===== config.mk =====
export PLATFORM = sky130hd
export DESIGN_NAME = bfc_unit
export DESIGN_NICKNAME = d
export VERILOG_FILES = /design/src/rtl/bfc_pkg.sv /design/src/rtl/bfc_unit.sv
export SDC_FILE = /design/constraint.sdc
export NUM_CORES = 1
export LEC_CHECK = 0
export ABC_AREA = 1
export BUFFER_PORTS_ARGS = -buffer_cell sky130_fd_sc_hd__clkbuf_2
export CORE_ASPECT_RATIO = 0.5
export CORE_MARGIN = 1
export CORE_UTILIZATION = 57
export DETAILED_ROUTE_END_ITERATION = 16
export PLACE_DENSITY = 0.9
export SLEW_MARGIN = 20
export SYNTH_ARGS = -nofsm -noshare
export SYNTH_HDL_FRONTEND = slang
export SYNTH_SLANG_ARGS = --single-unit

===== constraint.sdc =====
create_clock -name mclk -period 3.6 [get_ports mclk]
set_clock_uncertainty 0.2 [all_clocks]
set_input_delay 0 -clock mclk [delete_from_list [all_inputs] [get_ports mclk]]
set_output_delay 0 -clock mclk [all_outputs]
set_load 0.02 [all_outputs]

===== src/rtl/bfc_pkg.sv =====
// Package for the bit, flag and control operation unit
package bfc_pkg;

  localparam int DATA_W = 8;

  // Status flag bit positions
  localparam int FLAG_C = 0;
  localparam int FLAG_Z = 1;
  localparam int FLAG_N = 2;
  localparam int FLAG_V = 3;
  localparam int FLAG_S = 4;
  localparam int FLAG_H = 5;
  localparam int FLAG_T = 6;
  localparam int FLAG_I = 7;

  localparam logic [7:0] FLAGS_RESET = 8'h00;
  localparam logic [7:0] DATA_RESET  = 8'h00;

  // Clock rate and the single-cycle execution time of every operation
  localparam int MCLK_HZ      = 50000000;
  localparam int EXEC_TIME_NS = 20;
  localparam int EXEC_CYCLES  = (EXEC_TIME_NS * (MCLK_HZ / 1000000) + 999) / 1000;

  typedef enum logic [4:0] {
    BFC_NOP,
    BFC_ROTATE_LEFT_CARRY,
    BFC_ROTATE_RIGHT_CARRY,
    BFC_LOGICAL_SHIFT_RIGHT,
    BFC_ARITH_SHIFT_RIGHT,
    BFC_NIBBLE_SWAP,
    BFC_BIT_TO_TRANSFER_FLAG,
    BFC_TRANSFER_FLAG_TO_BIT,
    BFC_SET_OVERFLOW_FLAG,
    BFC_CLEAR_OVERFLOW_FLAG,
    BFC_SET_HALF_CARRY,
    BFC_CLEAR_HALF_CARRY,
    BFC_SET_SIGN_FLAG,
    BFC_CLEAR_SIGN_FLAG,
    BFC_SLEEP,
    BFC_WATCHDOG_RESTART,
    BFC_BREAK
  } bfc_op_t;

  typedef struct packed {
    logic       valid;
    bfc_op_t    op;
    logic [2:0] bitSel;
    logic [7:0] operand;
  } bfc_req_t;

  typedef struct packed {
    logic       resultValid;
    logic       writeBack;
    logic [7:0] result;
    logic [7:0] flags;
    logic       sleepReq;
    logic       watchdogRestart;
    logic       debugBreak;
  } bfc_state_t;

endpackage : bfc_pkg


===== src/rtl/bfc_unit.sv =====
// Bit, flag and control operation unit of an 8-bit core
`timescale 1ns/1ps

////////////////////////////////////////////////////////////////////////////////
module bfc_unit (
  input  wire logic              mclk,
  input  wire logic              rst,
  input  wire bfc_pkg::bfc_req_t req,
  input  wire logic [7:0]        flagsIn,
  output logic                   resultValid,
  output logic                   writeBack,
  output logic [7:0]             result,
  output logic [7:0]             flagsOut,
  output logic                   sleepReq,
  output logic                   watchdogRestart,
  output logic                   debugBreak
);
  import bfc_pkg::*;

  // Logic retires every op in one cycle and is built for one byte only
  if (DATA_W != 8 || EXEC_CYCLES != 1) begin : g_bad_config
    $error("bfc_unit serves one-cycle byte operations only");
  end

  bfc_state_t state_ff;
  bfc_state_t nxt_state;

  // Shift flags: S = N ^ V, V = N ^ C after the shift
  function automatic logic [7:0] shiftFlags(input logic [7:0] f, input logic [7:0] r,
                                            input logic c);
    logic [7:0] o;
    o = f;
    o[FLAG_C] = c;
    o[FLAG_Z] = (r == 8'h00);
    o[FLAG_N] = r[7];
    o[FLAG_V] = r[7] ^ c;
    o[FLAG_S] = o[FLAG_N] ^ o[FLAG_V];
    return o;
  endfunction

  ////////////////////////////////////////////////////////////////////////////////
  always_comb begin
    logic [7:0] r;
    logic [7:0] f;
    r = req.operand;
    f = flagsIn;
    nxt_state = '0;
    nxt_state.flags = state_ff.flags;
    nxt_state.result = state_ff.result;
    if (req.valid) begin
      nxt_state.resultValid = 1'b1;
      unique case (req.op)
        BFC_ROTATE_LEFT_CARRY: begin
          r = {req.operand[6:0], flagsIn[FLAG_C]};
          f = shiftFlags(flagsIn, r, req.operand[7]);
          nxt_state.writeBack = 1'b1;
        end
        BFC_ROTATE_RIGHT_CARRY: begin
          r = {flagsIn[FLAG_C], req.operand[7:1]};
          f = shiftFlags(flagsIn, r, req.operand[0]);
          nxt_state.writeBack = 1'b1;
        end
        BFC_LOGICAL_SHIFT_RIGHT: begin
          r = {1'b0, req.operand[7:1]};
          f = shiftFlags(flagsIn, r, req.operand[0]);
          nxt_state.writeBack = 1'b1;
        end
        BFC_ARITH_SHIFT_RIGHT: begin
          r = {req.operand[7], req.operand[7:1]};
          f = shiftFlags(flagsIn, r, req.operand[0]);
          nxt_state.writeBack = 1'b1;
        end
        BFC_NIBBLE_SWAP: begin
          r = {req.operand[3:0], req.operand[7:4]};
          nxt_state.writeBack = 1'b1;
        end
        BFC_BIT_TO_TRANSFER_FLAG: begin
          f[FLAG_T] = req.operand[req.bitSel];
        end
        BFC_TRANSFER_FLAG_TO_BIT: begin
          r[req.bitSel] = flagsIn[FLAG_T];
          nxt_state.writeBack = 1'b1;
        end
        BFC_SET_OVERFLOW_FLAG:   f[FLAG_V] = 1'b1;
        BFC_CLEAR_OVERFLOW_FLAG: f[FLAG_V] = 1'b0;
        BFC_SET_HALF_CARRY:      f[FLAG_H] = 1'b1;
        BFC_CLEAR_HALF_CARRY:    f[FLAG_H] = 1'b0;
        BFC_SET_SIGN_FLAG:       f[FLAG_S] = 1'b1;
        BFC_CLEAR_SIGN_FLAG:     f[FLAG_S] = 1'b0;
        BFC_SLEEP:               nxt_state.sleepReq = 1'b1;
        BFC_WATCHDOG_RESTART:    nxt_state.watchdogRestart = 1'b1;
        // Break completes at once here; the debug system decides any halt
        BFC_BREAK:               nxt_state.debugBreak = 1'b1;
        BFC_NOP:                 f = flagsIn;
        default:                 nxt_state.resultValid = 1'b0;
      endcase
      // Undefined codes retire nothing, so result and flags must hold
      if (nxt_state.resultValid) begin
        nxt_state.result = r;
        nxt_state.flags = f;
      end
    end
  end

  always_ff @(posedge mclk) begin
    if (rst) begin
      state_ff <= '{resultValid: 1'b0, writeBack: 1'b0, result: DATA_RESET,
                    flags: FLAGS_RESET, sleepReq: 1'b0, watchdogRestart: 1'b0,
                    debugBreak: 1'b0};
    end else begin
      state_ff <= nxt_state;
    end
  end

  assign resultValid     = state_ff.resultValid;
  assign writeBack       = state_ff.writeBack;
  assign result          = state_ff.result;
  assign flagsOut        = state_ff.flags;
  assign sleepReq        = state_ff.sleepReq;
  assign watchdogRestart = state_ff.watchdogRestart;
  assign debugBreak      = state_ff.debugBreak;

  ////////////////////////////////////////////////////////////////////////////////
  a_rol_result: assert property (@(posedge mclk) disable iff (rst)
    req.valid && req.op == BFC_ROTATE_LEFT_CARRY |=> result == {$past(req.operand[6:0]),
      $past(flagsIn[FLAG_C])} && flagsOut[FLAG_C] == $past(req.operand[7]) && resultValid)
    else $error("rotate left result or carry wrong");

  a_ror_result: assert property (@(posedge mclk) disable iff (rst)
    req.valid && req.op == BFC_ROTATE_RIGHT_CARRY |=> result == {$past(flagsIn[FLAG_C]),
      $past(req.operand[7:1])} && flagsOut[FLAG_C] == $past(req.operand[0]))
    else $error("rotate right result or carry wrong");

  a_bst_flag: assert property (@(posedge mclk) disable iff (rst)
    req.valid && req.op == BFC_BIT_TO_TRANSFER_FLAG |=> !writeBack &&
      flagsOut == {$past(flagsIn[7]), $past(req.operand[req.bitSel]), $past(flagsIn[5:0])})
    else $error("bit store changed the wrong flag");

  a_bld_bit: assert property (@(posedge mclk) disable iff (rst)
    req.valid && req.op == BFC_TRANSFER_FLAG_TO_BIT |=> writeBack &&
      result[$past(req.bitSel)] == $past(flagsIn[FLAG_T]) && flagsOut == $past(flagsIn))
    else $error("bit load result or flags wrong");

  a_ovf_set: assert property (@(posedge mclk) disable iff (rst)
    req.valid && req.op == BFC_SET_OVERFLOW_FLAG |=>
      flagsOut == ($past(flagsIn) | 8'h08))
    else $error("set overflow touched other flags");

  a_ovf_clear: assert property (@(posedge mclk) disable iff (rst)
    req.valid && req.op == BFC_CLEAR_OVERFLOW_FLAG |=>
      flagsOut == ($past(flagsIn) & 8'hF7))
    else $error("clear overflow touched other flags");

  a_half_set: assert property (@(posedge mclk) disable iff (rst)
    req.valid && req.op == BFC_SET_HALF_CARRY |=> flagsOut == ($past(flagsIn) | 8'h20))
    else $error("set half carry wrong");

  a_half_clear: assert property (@(posedge mclk) disable iff (rst)
    req.valid && req.op == BFC_CLEAR_HALF_CARRY |=> flagsOut == ($past(flagsIn) & 8'hDF))
    else $error("clear half carry wrong");

  a_sign_ops: assert property (@(posedge mclk) disable iff (rst)
    req.valid && (req.op == BFC_SET_SIGN_FLAG || req.op == BFC_CLEAR_SIGN_FLAG) |=>
      flagsOut[FLAG_S] == ($past(req.op) == BFC_SET_SIGN_FLAG) &&
      flagsOut[7:5] == $past(flagsIn[7:5]) && flagsOut[3:0] == $past(flagsIn[3:0]))
    else $error("sign flag operation wrong");

  a_sleep_pulse: assert property (@(posedge mclk) disable iff (rst)
    req.valid && req.op == BFC_SLEEP |=> sleepReq && flagsOut == $past(flagsIn)
      ##1 !sleepReq || $past(req.valid && req.op == BFC_SLEEP))
    else $error("sleep request wrong");

  a_wdog_pulse: assert property (@(posedge mclk) disable iff (rst)
    watchdogRestart |-> $past(req.valid && req.op == BFC_WATCHDOG_RESTART))
    else $error("watchdog restart without instruction");

  a_break_flags: assert property (@(posedge mclk) disable iff (rst)
    req.valid && req.op == BFC_BREAK |=> debugBreak && flagsOut == $past(flagsIn))
    else $error("break changed flags");

  a_shift_msb: assert property (@(posedge mclk) disable iff (rst)
    req.valid && (req.op == BFC_LOGICAL_SHIFT_RIGHT || req.op == BFC_ARITH_SHIFT_RIGHT) |=>
      result[7] == ($past(req.op) == BFC_ARITH_SHIFT_RIGHT && $past(req.operand[7])) &&
      flagsOut[FLAG_C] == $past(req.operand[0]) && flagsOut[FLAG_Z] == (result == 8'h00))
    else $error("right shift msb or flags wrong");

  a_swap_nibble: assert property (@(posedge mclk) disable iff (rst)
    req.valid && req.op == BFC_NIBBLE_SWAP |=> result == {$past(req.operand[3:0]),
      $past(req.operand[7:4])} && flagsOut == $past(flagsIn))
    else $error("nibble swap wrong");

  a_rol_flags: assert property (@(posedge mclk) disable iff (rst)
    req.valid && req.op == BFC_ROTATE_LEFT_CARRY |=> writeBack &&
      flagsOut[FLAG_Z] == ($past(req.operand[6:0]) == 7'h00 && !$past(flagsIn[FLAG_C])) &&
      flagsOut[FLAG_N] == $past(req.operand[6]) && flagsOut[7:5] == $past(flagsIn[7:5]))
    else $error("rotate left flags wrong");

  a_rol_overflow: assert property (@(posedge mclk) disable iff (rst)
    req.valid && req.op == BFC_ROTATE_LEFT_CARRY |=>
      flagsOut[FLAG_V] == ($past(req.operand[6]) ^ $past(req.operand[7])) &&
      flagsOut[FLAG_S] == $past(req.operand[7]))
    else $error("rotate left overflow or sign wrong");

  a_ror_flags: assert property (@(posedge mclk) disable iff (rst)
    req.valid && req.op == BFC_ROTATE_RIGHT_CARRY |=> writeBack && resultValid &&
      flagsOut[FLAG_N] == $past(flagsIn[FLAG_C]) &&
      flagsOut[FLAG_V] == ($past(flagsIn[FLAG_C]) ^ $past(req.operand[0])) &&
      flagsOut[FLAG_Z] == ($past(req.operand[7:1]) == 7'h00 && !$past(flagsIn[FLAG_C])) &&
      flagsOut[7:5] == $past(flagsIn[7:5]))
    else $error("rotate right flags wrong");

  a_lsr_flags: assert property (@(posedge mclk) disable iff (rst)
    req.valid && req.op == BFC_LOGICAL_SHIFT_RIGHT |=> writeBack && !flagsOut[FLAG_N] &&
      flagsOut[FLAG_V] == $past(req.operand[0]) &&
      flagsOut[FLAG_Z] == ($past(req.operand[7:1]) == 7'h00))
    else $error("logical shift right flags wrong");

  a_asr_flags: assert property (@(posedge mclk) disable iff (rst)
    req.valid && req.op == BFC_ARITH_SHIFT_RIGHT |=> writeBack &&
      flagsOut[FLAG_N] == $past(req.operand[7]) &&
      flagsOut[FLAG_V] == ($past(req.operand[7]) ^ $past(req.operand[0])) &&
      flagsOut[7:5] == $past(flagsIn[7:5]))
    else $error("arithmetic shift right flags wrong");

  a_shift_low: assert property (@(posedge mclk) disable iff (rst)
    req.valid && (req.op == BFC_LOGICAL_SHIFT_RIGHT || req.op == BFC_ARITH_SHIFT_RIGHT) |=>
      result[6:0] == $past(req.operand[7:1]))
    else $error("right shift low bits wrong");

  a_bld_others: assert property (@(posedge mclk) disable iff (rst)
    req.valid && req.op == BFC_TRANSFER_FLAG_TO_BIT |=> resultValid &&
      ((result ^ $past(req.operand)) & ~(8'h01 << $past(req.bitSel))) == 8'h00)
    else $error("bit load disturbed other bits");

  a_bst_retire: assert property (@(posedge mclk) disable iff (rst)
    req.valid && req.op == BFC_BIT_TO_TRANSFER_FLAG |=> resultValid &&
      !sleepReq && !watchdogRestart && !debugBreak)
    else $error("bit store did not retire alone");

  a_ovf_nowb: assert property (@(posedge mclk) disable iff (rst)
    req.valid && (req.op == BFC_SET_OVERFLOW_FLAG || req.op == BFC_CLEAR_OVERFLOW_FLAG) |=>
      resultValid && !writeBack)
    else $error("overflow operation wrote the register");

  a_ovf_clear_v: assert property (@(posedge mclk) disable iff (rst)
    req.valid && req.op == BFC_CLEAR_OVERFLOW_FLAG |=> !flagsOut[FLAG_V] && resultValid)
    else $error("clear overflow left overflow set");

  a_half_nowb: assert property (@(posedge mclk) disable iff (rst)
    req.valid && (req.op == BFC_SET_HALF_CARRY || req.op == BFC_CLEAR_HALF_CARRY) |=>
      resultValid && !writeBack && flagsOut[FLAG_H] == ($past(req.op) == BFC_SET_HALF_CARRY))
    else $error("half carry operation wrong");

  a_sign_nowb: assert property (@(posedge mclk) disable iff (rst)
    req.valid && (req.op == BFC_SET_SIGN_FLAG || req.op == BFC_CLEAR_SIGN_FLAG) |=>
      resultValid && !writeBack && flagsOut[FLAG_V] == $past(flagsIn[FLAG_V]))
    else $error("sign flag operation wrote the register");

  a_sleep_cause: assert property (@(posedge mclk) disable iff (rst)
    sleepReq |-> $past(req.valid && req.op == BFC_SLEEP) && resultValid && !writeBack)
    else $error("sleep request without instruction");

  a_wdog_flags: assert property (@(posedge mclk) disable iff (rst)
    req.valid && req.op == BFC_WATCHDOG_RESTART |=> watchdogRestart && !writeBack &&
      flagsOut == $past(flagsIn))
    else $error("watchdog restart missing or flags changed");

  a_break_cause: assert property (@(posedge mclk) disable iff (rst)
    debugBreak |-> $past(req.valid && req.op == BFC_BREAK) && !writeBack)
    else $error("debug break without instruction");

  a_pulse_onehot: assert property (@(posedge mclk) disable iff (rst)
    $onehot0({sleepReq, watchdogRestart, debugBreak}))
    else $error("more than one control pulse");

  // Every defined code retires exactly one cycle after it is taken
  a_retire_once: assert property (@(posedge mclk) disable iff (rst)
    resultValid == $past(req.valid && req.op <= BFC_BREAK))
    else $error("retire pulse not one cycle after request");

  a_wb_retired: assert property (@(posedge mclk) disable iff (rst)
    writeBack |-> resultValid)
    else $error("register write without a retired operation");

  a_swap_wb: assert property (@(posedge mclk) disable iff (rst)
    req.valid && req.op == BFC_NIBBLE_SWAP |=> writeBack && resultValid)
    else $error("nibble swap did not write back");

  // Idle cycles must not disturb what the register file may still read
  a_idle_hold: assert property (@(posedge mclk) disable iff (rst)
    !$past(rst) && !$past(req.valid) |->
      !resultValid && $stable(flagsOut) && $stable(result))
    else $error("outputs moved without a request");

endmodule // bfc_unit


==> reports/results.ini <==
[status]
outcome = completed

[placed_design]
place_congestion = 0.939
numPortBuffers = 47
placed_cell_area_mm2 = 0.00207
hpwlAfterDp_um = 3830
place_ws_ps = 1940

[cts]
cts.sink_count = 21
cts_tree = done
clockBufferDepth = 2
path_clk_slew_ps = 70
cts-resized-gates = 0
cts_buffers = 3
root_buffer = clkbuf_8
htree_levels = 1
clkLatencyLatePin_ps = 250
post_cts_buffers = 0

[routing]
first_pass_iters = 5
wirelength_um = 5180
vias = 2236
initialDrtViolationCount = 143
ant_nets = 0
avgViaCountPerCell = 5.20
drt-wirelength-per-cell_um = 12.0
drcViolationCount = 0

[logic_synthesis]
seq_area_frac_synth_pct = 22.6
yosys.area.top_type = dfxtp_1
syn_inst = 340
synth_ff_type = dfxtp_1
yosysTopAreaCellShare_pct = 22.6
synth_seq_cells = 21
synth_area_mm2 = 0.00186
synthArstFlopShare_pct = 0
yosysMostFrequentCell = nand2_1
synth_common_cells = nand2_1 (99), nor2_1 (85), inv_1 (35), nand3_1 (26), dfxtp_1 (21)
syn_avg_cell_area_um2 = 5.46
synth_area_leaders = dfxtp_1 (23%), nand2_1 (20%), nor2_1 (17%)
synth_cell_type_count = 28
syn-num-nets = 368
ys_warn_count = 0
synth_edf_count = 0

[final_layout]
ff_latch_area_um2 = 420
design_area_mm2 = 0.00222
n_antenna_cell = 0
multi_input_area_mm2 = 0.00120
drive_above_1_share_pct = 18.5
fillers = 270
final_net_count = 419
syn2layout_area_growth_pct = 19.6
fin_util_pct = 72.9

[die]
die_w_um = 82.7
start_util_pct = 61.0
rows = 14
ios = 48
die_area_mm2 = 0.00351
die_h_um = 42.4
core-area_mm2 = 0.00305

[sta]
hold_viol = 0
post-route-min-period_ps = 2020
timing.hold.ws_ps = 23.5
slew_violations = 0
grt_setup_unrepaired = false
finalSetupViolations = 0
period_share_pct = 56.1
max_freq_mhz = 495
layout_setup_ws_ps = 1580
slew-limit-headroom_pct = 51.4
tightest_slew_ps = 726
fin_setup_tns_ps = 0

[setup_path]
path_buf_inv = 4
rr_startpoint = result[7]
crit_slowest_cell = dlygate4sd3_1
crit_fanout = 4
critPathLaunchType = input port
arrival_ps = 2020
crit_required_ps = 3600
end_kind = flop
path_class = in2reg
rrSetupSlack_ps = 2610
crit_chain = dlygate4sd3_1 > clkbuf_2 > nand2_1 > dlygate4sd3_1 > nor3_1 > dlygate4sd3_1
cp_top_family = buffers and inverters
slowest_delay_ps = 560
crit_top_cell = dlygate4sd3_1
crit_path_start = req[14]

[grt]
overflow = 0
antenna_found_initial = 0
grt_usage_pct = 30.8
grt_max_degree = 14
grt_pass1_wl_um = 8260
grt_pass1_vias = 1853

[min_path]
hp-start = flagsIn[6]
hold_class = in2reg

[pwr]
p_leak_nw = 1.16
vdd.ir_drop.worst_mv = 0.279
power.density_mw_per_mm2 = 272

[run]
maxCapViolCount = 0

## metal layers
layer	part of all wire, %	vias up	track usage [%]
met5	0	-	0
met4	1.9	0	7.93
met3	9.5	10	5.43
met2	42	114	47.0
met1	47	954	44.4
li1	-	1158	-
## power by group
part | switching (mW) | internal, mW | total, mW
sequential | 0.00851 | 0.248 | 0.257
clock | 0.0705 | 0.0767 | 0.147
combinational | 0.131 | 0.0690 | 0.200
total | 0.210 | 0.394 | 0.604
## path summary, 6_finish.rpt
path                          end  cells past startpoint
setup / recovery  watchdogRestart                      6
hold / removal        flagsOut[6]                      5
setup reg to reg        result[7]                      4
hold reg to reg       flagsOut[7]                      2
## layout make-up
cell class / instances / area share [%]
multi-input cells: 266 / 54.2
flip-flops and latches: 21 / 18.9
repair buffers: 58 / 15.5
inverters: 41 / 7.04
well taps: 40 / 2.25
clock buffers: 3 / 1.86
clock inverters: 1 / 0.225
## what timing repair did
item,CTS,global route
hold endpoints to repair,10,0
hold buffers,11,0
endpoints found under the setup margin,0,0
## cells in the final DEF (no fill, tap or decap), types with 6 or more instances in the layout
cell            n
nand2_1        99
nor2_1         85
clkbuf_2       47
inv_1          35
nand3_1        26
dfxtp_1        21
nand4_1        15
dlygate4sd3_1  11
a21oi_1         7
nor2_2          6
## state kept, by name, indices dropped and copies added, names as in the netlist
signal	count
debugBreak	1
flagsOut	8
result	8
resultValid	1
sleepReq	1
watchdogRestart	1
writeBack	1
## logic make-up (layout without fill, tap and decap cells)
group	Yosys count	in the layout	share of synthesized area, %
AND/OR/NAND/NOR	247	247	57.6
buffers and inverters	53	103	12.6
flip-flops	21	21	22.6
AO/OA/AOI/OAI	15	15	5.05
XOR/XNOR	3	3	1.41
adder cells (fa/ha/maj)	1	1	0.673
## stage by stage
stage / total power, mW / std cells
final: 0.604 / 430
after global routing: 0.643 / 430
after CTS: 0.602 / 430
after detailed placement: 0.449 / 415
after global placement: 0.443 / 415
after floorplan: 0.391 / 340
## worst min-delay path: stages
cell	delay, ps
clkbuf_2	120
o21ai_0	80
nand2_1	90
nor2_1	100
nor2_1	50
No activity file was read; power rests on OpenSTA's default activity.
